**config.mk**
```make
export PLATFORM = sky130hd
export DESIGN_NAME = system_control_ports
export DESIGN_NICKNAME = d
export VERILOG_FILES = /design/src/sys_ctrl_pkg.sv /design/src/fast_reset_sequencer.sv /design/src/system_control_ports.sv
export SDC_FILE = /design/constraint.sdc
export NUM_CORES = 1
export LEC_CHECK = 0
export BUFFER_PORTS_ARGS = -buffer_cell sky130_fd_sc_hd__buf_2
export CAP_MARGIN = 10
export CELL_PAD_IN_SITES_DETAIL_PLACEMENT = 1
export CELL_PAD_IN_SITES_GLOBAL_PLACEMENT = 1
export CORE_MARGIN = 2
export CORE_UTILIZATION = 38
export CTS_CLUSTER_DIAMETER = 120
export DETAILED_ROUTE_END_ITERATION = 8
export PLACE_DENSITY_LB_ADDON = 0.1
export SYNTH_ARGS = -nofsm -noshare
export SYNTH_HDL_FRONTEND = slang
export SYNTH_SLANG_ARGS = --single-unit
```
**constraint.sdc**
```tcl
create_clock -name clock -period 2.2 [get_ports clock]
set_input_delay 0.33 -clock clock [delete_from_list [all_inputs] [get_ports clock]]
set_output_delay 0.33 -clock clock [all_outputs]
set_load 0.02 [all_outputs]
```
**src/sys_ctrl_pkg.sv**
```systemverilog
// Constants and carrier types for the system control ports
package sys_ctrl_pkg;

    // ----------------------------------------
    // Port addresses
    // ----------------------------------------
    localparam logic [15:0] SYSTEM_CONTROL_B_ADDR = 16'h0061;
    localparam logic [15:0] SYSTEM_CONTROL_A_ADDR = 16'h0092;

    // ----------------------------------------
    // Field positions, first port
    // ----------------------------------------
    localparam int B_IRQ0_CLR_BIT = 7;
    localparam int B_PARITY_BIT = 7;
    localparam int B_CHANNEL_BIT = 6;
    localparam int B_TIMER2_OUT_BIT = 5;
    localparam int B_REFRESH_BIT = 4;
    localparam int B_CHAN_EN_N_BIT = 3;
    localparam int B_PAR_EN_N_BIT = 2;
    localparam int B_SPEAKER_BIT = 1;
    localparam int B_GATE2_BIT = 0;

    // ----------------------------------------
    // Field positions, second port
    // ----------------------------------------
    localparam int A_LIGHT_HI_BIT = 7;
    localparam int A_LIGHT_LO_BIT = 6;
    localparam int A_WATCHDOG_BIT = 4;
    localparam int A_LOCK_BIT = 3;
    localparam int A_ADDR20_BIT = 1;
    localparam int A_FAST_RESET_BIT = 0;

    // ----------------------------------------
    // Reset values
    // ----------------------------------------
    localparam logic [3:0] B_CTRL_RESET = 4'hc;
    localparam logic [1:0] A_LIGHT_RESET = 2'h0;
    localparam logic A_ADDR20_RESET = 1'b0;
    localparam logic A_FAST_RESET_RESET = 1'b0;
    localparam logic A_LOCK_RESET = 1'b0;

    // ----------------------------------------
    // Timing
    // ----------------------------------------
    localparam int CLOCK_PERIOD_NS = 4;
    localparam int RESET_PULSE_MIN_NS = 100;
    localparam int RESET_PULSE_MAX_NS = 125;
    localparam int RESET_DELAY_MIN_NS = 6720;
    localparam int RESET_SEQUENCE_NS = 13400;
    localparam int PULSE_CYCLES = (RESET_PULSE_MIN_NS + CLOCK_PERIOD_NS - 1) / CLOCK_PERIOD_NS;
    localparam int DELAY_CYCLES = (RESET_DELAY_MIN_NS + CLOCK_PERIOD_NS - 1) / CLOCK_PERIOD_NS;
    localparam int SEQUENCE_CYCLES = RESET_SEQUENCE_NS / CLOCK_PERIOD_NS;
    localparam int SEQ_COUNT_W = 12;

    // ----------------------------------------
    // Carriers
    // ----------------------------------------
    typedef struct packed {
        logic rd;
        logic wr;
        logic [15:0] addr;
        logic [7:0] data;
    } io_req_t;

    typedef struct packed {
        logic timer0Out;
        logic timer2Out;
        logic refreshReq;
        logic parityErr;
        logic channelCheck;
        logic channelTimeout;
        logic watchdogTimeout;
        logic nmiMask;
        logic passwordInstalled;
        logic passwordHit;
    } board_events_t;

endpackage

```
**src/fast_reset_sequencer.sv**
```systemverilog
// Timed alternate processor reset sequence
`timescale 1ns/1ns
module fast_reset_sequencer
    import sys_ctrl_pkg::*;
(
    input wire logic clock,
    input wire logic rst_n,
    input wire logic start,
    output logic resetPulse,
    output logic busy
);

    typedef enum logic [3:0] {
        SEQ_IDLE = 4'b0001,
        SEQ_WAIT = 4'b0010,
        SEQ_PULSE = 4'b0100,
        SEQ_HOLD = 4'b1000
    } seq_state_t;

    localparam logic [SEQ_COUNT_W-1:0] DELAY_LAST = SEQ_COUNT_W'(DELAY_CYCLES - 1);
    localparam logic [SEQ_COUNT_W-1:0] PULSE_LAST = SEQ_COUNT_W'(DELAY_CYCLES + PULSE_CYCLES - 1);
    localparam logic [SEQ_COUNT_W-1:0] SEQ_LAST = SEQ_COUNT_W'(SEQUENCE_CYCLES - 1);

    seq_state_t state_q, state_d;
    logic [SEQ_COUNT_W-1:0] count_q, count_d;
    logic resetPulse_q, resetPulse_d;

    // ----------------------------------------
    // Sequence
    // ----------------------------------------
    // Count runs from the write; the pulse starts only after the minimum delay
    always_comb
    begin
        state_d = state_q;
        count_d = count_q + SEQ_COUNT_W'(1);
        resetPulse_d = 1'b0;
        case (state_q)
            SEQ_IDLE:
            begin
                count_d = '0;
                if (start)
                begin
                    state_d = SEQ_WAIT;
                end
            end
            SEQ_WAIT:
            begin
                if (count_q == DELAY_LAST)
                begin
                    state_d = SEQ_PULSE;
                    resetPulse_d = 1'b1;
                end
            end
            SEQ_PULSE:
            begin
                resetPulse_d = 1'b1;
                if (count_q == PULSE_LAST)
                begin
                    state_d = SEQ_HOLD;
                    resetPulse_d = 1'b0;
                end
            end
            SEQ_HOLD:
            begin
                if (count_q == SEQ_LAST)
                begin
                    state_d = SEQ_IDLE;
                end
            end
            default:
            begin
                state_d = SEQ_IDLE;
                count_d = '0;
            end
        endcase
    end

    always_ff @(posedge clock)
    begin
        if (!rst_n)
        begin
            state_q <= SEQ_IDLE;
            count_q <= '0;
            resetPulse_q <= 1'b0;
        end
        else
        begin
            state_q <= state_d;
            count_q <= count_d;
            resetPulse_q <= resetPulse_d;
        end
    end

    assign resetPulse = resetPulse_q;
    assign busy = (state_q != SEQ_IDLE);

endmodule

```
**src/system_control_ports.sv**
```systemverilog
// Two byte-wide system control ports reached by processor I/O cycles
// ----------------------------------------
// Behaviour
// - Write bit 7 one clears timer-0 latch
// - First port bit 7 reads parity latch
// - First port bit 6 reads channel latch
// - First port bit 5 reads timer 2 output
// - First port bit 4 toggles per refresh
// - Bit 3 low enables channel check, resets high
// - Bit 2 low enables parity, resets high
// - Bit 1 enables speaker data, resets low
// - Bit 0 drives timer 2 gate
// - Disk light lit when bit 7 or 6
// - Second port bit 4 reads watchdog time-out
// - Lock bit clears only at power-up
// - Lock blocks password bytes when installed
// - Bit 1 gates address bit twenty
// - Fast reset bit cleared by reset, write
// - Rising fast reset write pulses reset output when sequencer idle
// - Reset after 6.72 us, sequence 13.4 us
// - Fast reset bit stays through processor reset
// - NMI on parity, channel, time-outs, watchdog
// - Mask gates only parity and channel check
// ----------------------------------------
`timescale 1ns/1ns
module system_control_ports
    import sys_ctrl_pkg::*;
(
    input wire logic clock,
    input wire logic rst_n,
    input wire logic powerOnRst_n,
    input wire io_req_t ioReq,
    input wire board_events_t events,
    output logic [7:0] ioRdData,
    output logic ioRdValid,
    output logic irq0,
    output logic nmi,
    output logic timer2Gate,
    output logic speakerOut,
    output logic diskLight,
    output logic addressBitTwentyGate,
    output logic altProcReset,
    output logic passwordBlock
);

    // ----------------------------------------
    // Decode
    // ----------------------------------------
    logic hitB, hitA;
    logic wrB, wrA, rdHit;

    assign hitB = (ioReq.addr == SYSTEM_CONTROL_B_ADDR);
    assign hitA = (ioReq.addr == SYSTEM_CONTROL_A_ADDR);
    assign wrB = ioReq.wr && hitB;
    assign wrA = ioReq.wr && hitA;
    assign rdHit = ioReq.rd && (hitA || hitB);

    // ----------------------------------------
    // First port state
    // ----------------------------------------
    logic [3:0] ctrlB_q, ctrlB_d;
    logic irq0_q, irq0_d;
    logic timer0Prev_q, timer0Prev_d;
    logic parity_q, parity_d;
    logic channel_q, channel_d;
    logic refreshToggle_q, refreshToggle_d;
    logic timer2_q, timer2_d;
    logic speaker_q, speaker_d;

    always_comb
    begin
        ctrlB_d = ctrlB_q;
        if (wrB)
        begin
            ctrlB_d = ioReq.data[3:0];
        end
        timer0Prev_d = events.timer0Out;
        irq0_d = irq0_q;
        if (wrB && ioReq.data[B_IRQ0_CLR_BIT])
        begin
            irq0_d = 1'b0;
        end
        // A new timer edge in the clearing cycle is kept
        if (events.timer0Out && !timer0Prev_q)
        begin
            irq0_d = 1'b1;
        end
        // Disabling a check also drops its latch, the usual way to clear it
        parity_d = parity_q;
        if (ctrlB_q[B_PAR_EN_N_BIT])
        begin
            parity_d = 1'b0;
        end
        if (events.parityErr && !ctrlB_q[B_PAR_EN_N_BIT])
        begin
            parity_d = 1'b1;
        end
        channel_d = channel_q;
        if (ctrlB_q[B_CHAN_EN_N_BIT])
        begin
            channel_d = 1'b0;
        end
        if (events.channelCheck && !ctrlB_q[B_CHAN_EN_N_BIT])
        begin
            channel_d = 1'b1;
        end
        refreshToggle_d = refreshToggle_q ^ events.refreshReq;
        timer2_d = events.timer2Out;
        speaker_d = events.timer2Out && ctrlB_q[B_SPEAKER_BIT];
    end

    always_ff @(posedge clock)
    begin
        if (!powerOnRst_n)
        begin
            ctrlB_q <= B_CTRL_RESET;
        end
        else
        begin
            ctrlB_q <= ctrlB_d;
        end
    end

    always_ff @(posedge clock)
    begin
        if (!rst_n)
        begin
            irq0_q <= 1'b0;
            timer0Prev_q <= 1'b0;
            parity_q <= 1'b0;
            channel_q <= 1'b0;
            refreshToggle_q <= 1'b0;
            timer2_q <= 1'b0;
            speaker_q <= 1'b0;
        end
        else
        begin
            irq0_q <= irq0_d;
            timer0Prev_q <= timer0Prev_d;
            parity_q <= parity_d;
            channel_q <= channel_d;
            refreshToggle_q <= refreshToggle_d;
            timer2_q <= timer2_d;
            speaker_q <= speaker_d;
        end
    end

    // ----------------------------------------
    // Second port state
    // ----------------------------------------
    logic [1:0] light_q, light_d;
    logic diskLight_q, diskLight_d;
    logic watchdog_q, watchdog_d;
    logic lock_q, lock_d;
    logic addr20_q, addr20_d;
    logic fastReset_q, fastReset_d;
    logic seqStart;
    logic seqPulse;
    logic altReset_q;
    logic block_q, block_d;

    always_comb
    begin
        light_d = light_q;
        addr20_d = addr20_q;
        fastReset_d = fastReset_q;
        lock_d = lock_q;
        if (wrA)
        begin
            light_d = ioReq.data[A_LIGHT_HI_BIT:A_LIGHT_LO_BIT];
            addr20_d = ioReq.data[A_ADDR20_BIT];
            fastReset_d = ioReq.data[A_FAST_RESET_BIT];
            if (ioReq.data[A_LOCK_BIT])
            begin
                lock_d = 1'b1;
            end
        end
        diskLight_d = light_d[1] || light_d[0];
        watchdog_d = watchdog_q || events.watchdogTimeout;
        block_d = lock_q && events.passwordInstalled && events.passwordHit;
    end

    // Only a 0 to 1 change fires; rewriting 1 does nothing
    assign seqStart = wrA && ioReq.data[A_FAST_RESET_BIT] && !fastReset_q;

    always_ff @(posedge clock)
    begin
        if (!powerOnRst_n)
        begin
            light_q <= A_LIGHT_RESET;
            diskLight_q <= 1'b0;
        end
        else
        begin
            light_q <= light_d;
            diskLight_q <= diskLight_d;
        end
    end

    // The lock follows only power-up, never system reset
    always_ff @(posedge clock)
    begin
        if (!powerOnRst_n)
        begin
            lock_q <= A_LOCK_RESET;
        end
        else
        begin
            lock_q <= lock_d;
        end
    end

    // The processor reset pulse does not reach rst_n, so the bit survives it
    always_ff @(posedge clock)
    begin
        if (!rst_n)
        begin
            addr20_q <= A_ADDR20_RESET;
            fastReset_q <= A_FAST_RESET_RESET;
            watchdog_q <= 1'b0;
            block_q <= 1'b0;
            altReset_q <= 1'b0;
        end
        else
        begin
            addr20_q <= addr20_d;
            fastReset_q <= fastReset_d;
            watchdog_q <= watchdog_d;
            block_q <= block_d;
            altReset_q <= seqPulse;
        end
    end

    fast_reset_sequencer resetSeq (
        .clock(clock),
        .rst_n(rst_n),
        .start(seqStart),
        .resetPulse(seqPulse),
        .busy()
    );

    // ----------------------------------------
    // Nonmaskable interrupt
    // ----------------------------------------
    logic nmi_q, nmi_d;

    always_comb
    begin
        nmi_d = ((parity_q || channel_q) && !events.nmiMask)
            || events.channelTimeout || watchdog_q;
    end

    always_ff @(posedge clock)
    begin
        if (!rst_n)
        begin
            nmi_q <= 1'b0;
        end
        else
        begin
            nmi_q <= nmi_d;
        end
    end

    // ----------------------------------------
    // Read path
    // ----------------------------------------
    logic [7:0] rdData_q, rdData_d;
    logic rdValid_q, rdValid_d;
    logic [7:0] portB, portA;

    always_comb
    begin
        portB = 8'h00;
        portB[B_PARITY_BIT] = parity_q;
        portB[B_CHANNEL_BIT] = channel_q;
        portB[B_TIMER2_OUT_BIT] = timer2_q;
        portB[B_REFRESH_BIT] = refreshToggle_q;
        portB[3:0] = ctrlB_q;
        portA = 8'h00;
        portA[A_LIGHT_HI_BIT:A_LIGHT_LO_BIT] = light_q;
        portA[A_WATCHDOG_BIT] = watchdog_q;
        portA[A_LOCK_BIT] = lock_q;
        portA[A_ADDR20_BIT] = addr20_q;
        portA[A_FAST_RESET_BIT] = fastReset_q;
        rdValid_d = rdHit;
        rdData_d = rdData_q;
        if (ioReq.rd && hitB)
        begin
            rdData_d = portB;
        end
        else if (ioReq.rd && hitA)
        begin
            rdData_d = portA;
        end
    end

    always_ff @(posedge clock)
    begin
        if (!rst_n)
        begin
            rdData_q <= 8'h00;
            rdValid_q <= 1'b0;
        end
        else
        begin
            rdData_q <= rdData_d;
            rdValid_q <= rdValid_d;
        end
    end

    // ----------------------------------------
    // Outputs
    // ----------------------------------------
    assign ioRdData = rdData_q;
    assign ioRdValid = rdValid_q;
    assign irq0 = irq0_q;
    assign nmi = nmi_q;
    assign timer2Gate = ctrlB_q[B_GATE2_BIT];
    assign speakerOut = speaker_q;
    assign diskLight = diskLight_q;
    assign addressBitTwentyGate = addr20_q;
    assign altProcReset = altReset_q;
    assign passwordBlock = block_q;

endmodule

```
# == Word-level counts from Yosys, hierarchy flattened ==
# Index checks and enable logic that the tools add are counted.
# totals
ff_bits,47
in_bits,39
out_inout_bits,17
wordCells,88
# op_classes
addsub,1
eq_ne,13
n_mux,17
n_bitwise,1
reduce_logical,34
# ops
op,n
12-bit by 11-bit == test with 1-bit output (second input constant),2
16-bit by 7-bit == test with 1-bit output (second input constant),1
16-bit by 8-bit == test with 1-bit output (second input constant),1
4-bit two-way mux,4
8-bit two-way mux,2
4-bit one-hot mux with 4 select lines,1
1-bit logical AND,15
12-bit by 1-bit adder with 12-bit output (second input constant),1
12-bit == test (second input constant),1
1-bit two-way mux,8
2-bit by 1-bit != test with 1-bit output (second input constant),4
2-bit nonzero test,4
1-bit logical OR,6
1-bit logical NOT,5
4-bit by 1-bit == test with 1-bit output (second input constant),1
4-bit by 2-bit == test with 1-bit output (second input constant),1
4-bit by 3-bit == test with 1-bit output (second input constant),1
4-bit == test (second input constant),1
2-bit AND reduction,2
4-bit AND reduction,1
3-bit OR reduction,1
2-bit two-way mux,1
1-bit one-hot mux with 2 select lines,1
1-bit bitwise XOR,1

# == Logic depth before layout (Yosys ltp) ==
# logic_depth
word_depth,6
depth_mapped,6
mapped_depth_nobuf,6

# == By module ==
# A second synthesis with hierarchy kept.
# hier_totals
cells_unflattened,237
area_unflattened_um2,2155.8
# modules_own_cells
module,instances,cells_per_inst,area_each_um2,seq_area_each_um2
system_control_ports,1,141,1288.7,600.6
fast_reset_sequencer,1,96,867.1,340.3

# == Worst setup path after synthesis ==
# Ideal clock, no wire load.
# synth_path
path_kind,register to register
from,register resetSeq.count_q[4]
to,register resetSeq.state_q[1]
setup_time_ns,0.116
t_arrival_ns,1.415
required_ns,2.084
slack_ns,0.668
path_stages_with_launch,5
n_path_buf,0
synth_period_minus_slack_ns,1.532
cell_sequence,dfxtp_1 -> or4b_4 -> nor4_2 -> nor4b_1 -> a41o_1
# synth_between
elab_chain_len,3
elab_cells_between_ends,7
cone_classes,6 x eq/ne; 1 x reduce/logical
# synth_lines
element,line_no,rtl
from (decl),fast_reset_sequencer.sv:25,"logic [SEQ_COUNT_W-1:0] count_q, count_d;"
from (signal assigned),fast_reset_sequencer.sv:89,count_q <= count_d;
12-bit == test (tied with other cells),fast_reset_sequencer.sv:65,if (count_q == SEQ_LAST)
2-bit by 1-bit != test with 1-bit output (no line),n/a,
4-bit AND reduction (no line) (*),n/a,
to (signal assigned),fast_reset_sequencer.sv:88,state_q <= state_d;
to (decl),fast_reset_sequencer.sv:24,"seq_state_t state_q, state_d;"
# Mark *: on every way between the ends. The rest lies on a longest branch, timed or not.
# A chain may end at the register's enable or synchronous reset.

# == Final worst setup path ==
# layout_path
from,register resetSeq.count_q[4]
to,register resetSeq.resetPulse_q (netlist: resetSeq.resetPulse)
# layout_between
elab_chain_len,3
elab_cells_between_ends,5
cone_classes,2 x eq/ne; 3 x mux
# layout_lines
element,line_no,rtl
12-bit by 11-bit == test with 1-bit output (on tied branches),"fast_reset_sequencer.sv:57, fast_reset_sequencer.sv:48",
1-bit two-way mux (on tied branches),"fast_reset_sequencer.sv:57, fast_reset_sequencer.sv:48",
1-bit one-hot mux with 2 select lines (*),fast_reset_sequencer.sv:37,case (state_q)
to (signal assigned),fast_reset_sequencer.sv:90,resetPulse_q <= resetPulse_d;
to (decl),fast_reset_sequencer.sv:26,"logic resetPulse_q, resetPulse_d;"
# Marks and branches as above.

==> results.md <==
- In the post-synthesis netlist, the biggest area contributors are dfxtp_1 46%, nand2_1 4.9%, nor2_1 4.0%.
- The repair_antennas step left the layout with diodes totalling 0.
- Setup repair after global routing left no endpoint under its margin.
- Registers are responsible for 58.9% of the overall power.
- Routability-driven placement finished with a final weighted congestion of 0.772.
- The number of antenna violations at the first check in global routing is 0.
- The boundary pin count is 56.
- The worst setup path is launched from a flop.
- Across all layers, the routed design uses 1815 vias.
- The top cell types in the final layout, fill and taps aside, are 53 x buf_2, 47 x dfxtp_1, 27 x nand2_1.
- After detailed routing, the average wire length per cell comes to 13.7 um.
- The post-route antenna net violation count is 0.
- The worst-case headroom to the max-slew limit is 53.7%.
- The CTS sink count is 47.
- The most critical setup path has its endpoint at resetSeq.resetPulse.
- In this run, post-CTS hold repair placed 0 buffers.
- The post-route netlist has 26.4% of its cells at a drive strength greater than 1.
- The die is 77.6 um tall.
- The final count of negative-setup-slack endpoints is 0.
- Synthesis inferred 47 register bits.
- The worst setup path is of the reg2reg kind.
- The destination of the worst register-to-register timing path is resetSeq.resetPulse.
- Dividing the detail-routed via count by the number of cells gives 5.23.
- The first-pass iteration count of the detailed router is 4.
- Entering global routing, the biggest net connects 29 pins.
- The yosys synthesis warning count is 0.
- The cell type with the highest aggregate area in the netlist is dfxtp_1.
- The register clock-pin slew on the reported worst setup and hold paths is 90 ps.
- The final number of hold-violating endpoints is 0.
- The flow ran to the end, and the final reports show no timing, DRC or antenna violations.
- The path class of the tightest hold or removal check is in2reg.
- The number of gates resized after CTS is 0.
- In this design, the stage delay of the slowest critical-path cell is 570 ps.
- The final period utilization is 75.3%.
- After synthesis, the netlist uses 53 different library cells.
- Of the total power, the clock network draws 35.5%.
- The starting density of the core is 39.7%.
- The required time at the worst-slack endpoint is 2380 ps.
- The area added between synthesis and finish is 20.7%.
- After detailed routing, the number of remaining DRC violations is 0.
- The H-tree was split into 2 levels.
- Adding up every negative setup slack in the final design gives 0 ps.
- In this run, CTS created clock tree buffers numbering 5.
- In this run, the combinational gates consume 5.7% of the power.
- Hold timing on the final database bottoms out at a slack of 213 ps.
- For the pin with the worst max-slew slack, the measured transition is 678 ps.
- The number of maximum-capacitance constraint violations is 0.
- The setup slack of the most critical reg-to-reg path is 540 ps.
- The wire-length estimate of the detail-placed layout is 3630 um.
- The total die area is 6010 um^2.
- Walking the worst path, the cells encountered are or4b_4 -> nor4_2 -> a2bb2oi_1 -> nor3_1.
- The predominant post-synthesis flop cell is dfxtp_1.
- The area of the core is 5170 um^2.
- After synthesis the cells add up to 2060 um^2.
- The number of global-route vias before repair is 1681.
- For the finished layout, the period the worst path requires is 1660 ps.
- The synthesized netlist net count is 264.
- For this run, asynchronously set or reset flops after synthesis account for 0%.
- In this run the core area contains 26 standard-cell rows.
- For this run, the top clock speed supported by timing is 604 MHz.
- The internal power component is 1.12 mW.
- The worst register-to-register path begins at resetSeq.count_q[4].
- The largest buffer count on any clock path is 2.
- Together, buffers and inverters on the worst path number 0.
- The commonest non-fill, non-tap cell in the layout is buf_2.
- The analysis attributes to net switching a power of 345 uW.
- The clock tree skew after final layout is 11.1 ps.
- IR analysis of the VDD net gives a maximum drop of 0.312 mV.
- The static leakage power is 0.961 nW.
- The arrival time at the worst endpoint is 1840 ps.
- Counting cells, the worst reg-to-reg path comes to 4.
- For this design the ratio of total power to cell area is 590 nW/um^2.
- Net switching is 23.5% of the power.
- The synthesized area per cell is 9.26 um^2.
- After the first detailed-routing iteration, the DRC count stood at 74.
- Of all nets on the critical path, the largest fanout is 5.
- The sort of element at the end of the critical path is a flop.
- Global routing consumed, over all layers together, 16.6% of the routing resources.
- The number of max-slew violations in the final report is 0.
- Summed over all layers, the routed wires come to 4750 um.
- For this run, the register share of the synthesized area comes to 45.8%.
- The most critical setup path has its startpoint at resetSeq.count_q[4].
- TritonCTS built the clock tree.
- On the critical path the largest part of the delay comes from simple AND/OR/NAND/NOR gates.
- The number of enable flip-flop cells after synthesis is 0.
- The number of I/O port buffers is 53.
- The critical path crosses 4 cells after its start point.
- Synthesis produced 222 cells.
- The first-pass GRT wire length is 7930 um.
- In this run the biggest area consumer among cell types represents 45.8% of the synthesized area.
- The source-to-sink clock delay at the later pin of the worst-skew pair is 310 ps.
- The CTS root buffer is clkbuf_8.
- The global-route congestion overflow total is 0.
- The width of the die is 77.6 um.
- The number of nets in the layout is 318.
- The slowest stage of the critical path belongs to the cell or4b_4.
- Post-CTS timing repair inserted 0 buffers for setup.
flip-flops by register name, indices dropped and copies added (netlist names), 2 cells and up:
register / cells
ctrlB_q: 4
resetSeq.state_q: 4
ioRdData: 8
light_q: 2
resetSeq.count_q: 12
cell usage after synthesis (2+ instances only):
library cell,count
dfxtp_1,47
nand2_1,27
nor2_1,22
inv_1,10
xnor2_1,8
clkbuf_1,7
nor3_1,7
o21ai_0,7
a22oi_1,6
mux2i_1,6
o22ai_1,6
and2_1,5
a21oi_1,3
ha_1,3
nand4_1,3
nor2b_1,3
nor3b_1,3
nor4_1,3
o21a_1,3
xor2_1,3
and3b_1,2
nand3_1,2
nand3b_1,2
nand4b_1,2
nor4_2,2
nor4_4,2
o2bb2ai_1,2
worst min path at each step:
stage	startpoint	to	slack, ps	cells after the start
after floorplan	timer2_q	ioRdData[5]	410	1
after global placement	timer2_q	ioRdData[5]	420	1
after detailed placement	resetSeq.resetPulse	altProcReset	430	1
after CTS	events[3]	watchdog_q	200	2
after global routing	events[3]	watchdog_q	220	2
final	events[3]	watchdog_q	210	2
per-stage QoR:
step / total power [mW] / instances / cell area, um^2 / util, % / setup slack [ps]
final: 1.46 / 347 / 2480 / 48.0 / 544
after global routing: 1.53 / 347 / 2480 / 48.0 / 445
after CTS: 1.48 / 347 / 2480 / 48.0 / 523
after detailed placement: 0.966 / 339 / 2390 / 46.3 / 345
after global placement: 0.964 / 339 / 2390 / 46.3 / 401
after floorplan: 0.915 / 222 / 2060 / - / 668
final cells by class:
cell class	instances	area, um^2
Fill cell	643	2690
Multi-Input combinational cell	157	1050
Sequential cell	47	941
Timing Repair Buffer	55	280
Tap cell	70	87.6
Clock buffer	5	68.8
Inverter	10	37.5
Clock inverter	3	20.0
layer usage:
layer  routed length, um  track usage (%)  up-vias
li1                    -                -      898
met2                2350             27.8       35
met3                 205             4.65        9
met4                  89             6.07        0
met1                2110             20.3      873
met5                   0                0        -
power by group through the flow:
stage,sequential (mW),combinational [mW],clock [mW]
finish,0.862,0.0831,0.519
detailed placement,0.882,0.0839,0
floorplan,0.884,0.0308,0
global placement,0.881,0.0822,0
global route,0.863,0.0917,0.578
CTS,0.862,0.0845,0.537
worst reg2reg max path, stage by stage (launching register included):
cell	delay (ps)
dfxtp_1	360
or4b_4	570
nor4_2	290
a2bb2oi_1	240
nor3_1	70
kinds of logic (layout without fill, tap and decap cells):
logic type | count (synthesis) | in the layout | share of synthesized area, %
simple gates | 99 | 99 | 28.3
buf+inv | 18 | 73 | 3.35
mux | 6 | 6 | 2.92
flops | 47 | 47 | 45.8
fa+ha+maj | 3 | 3 | 1.83
compound gates | 38 | 38 | 13.1
xor+xnor | 11 | 11 | 4.69
Power figures use the tool's default switching activity.
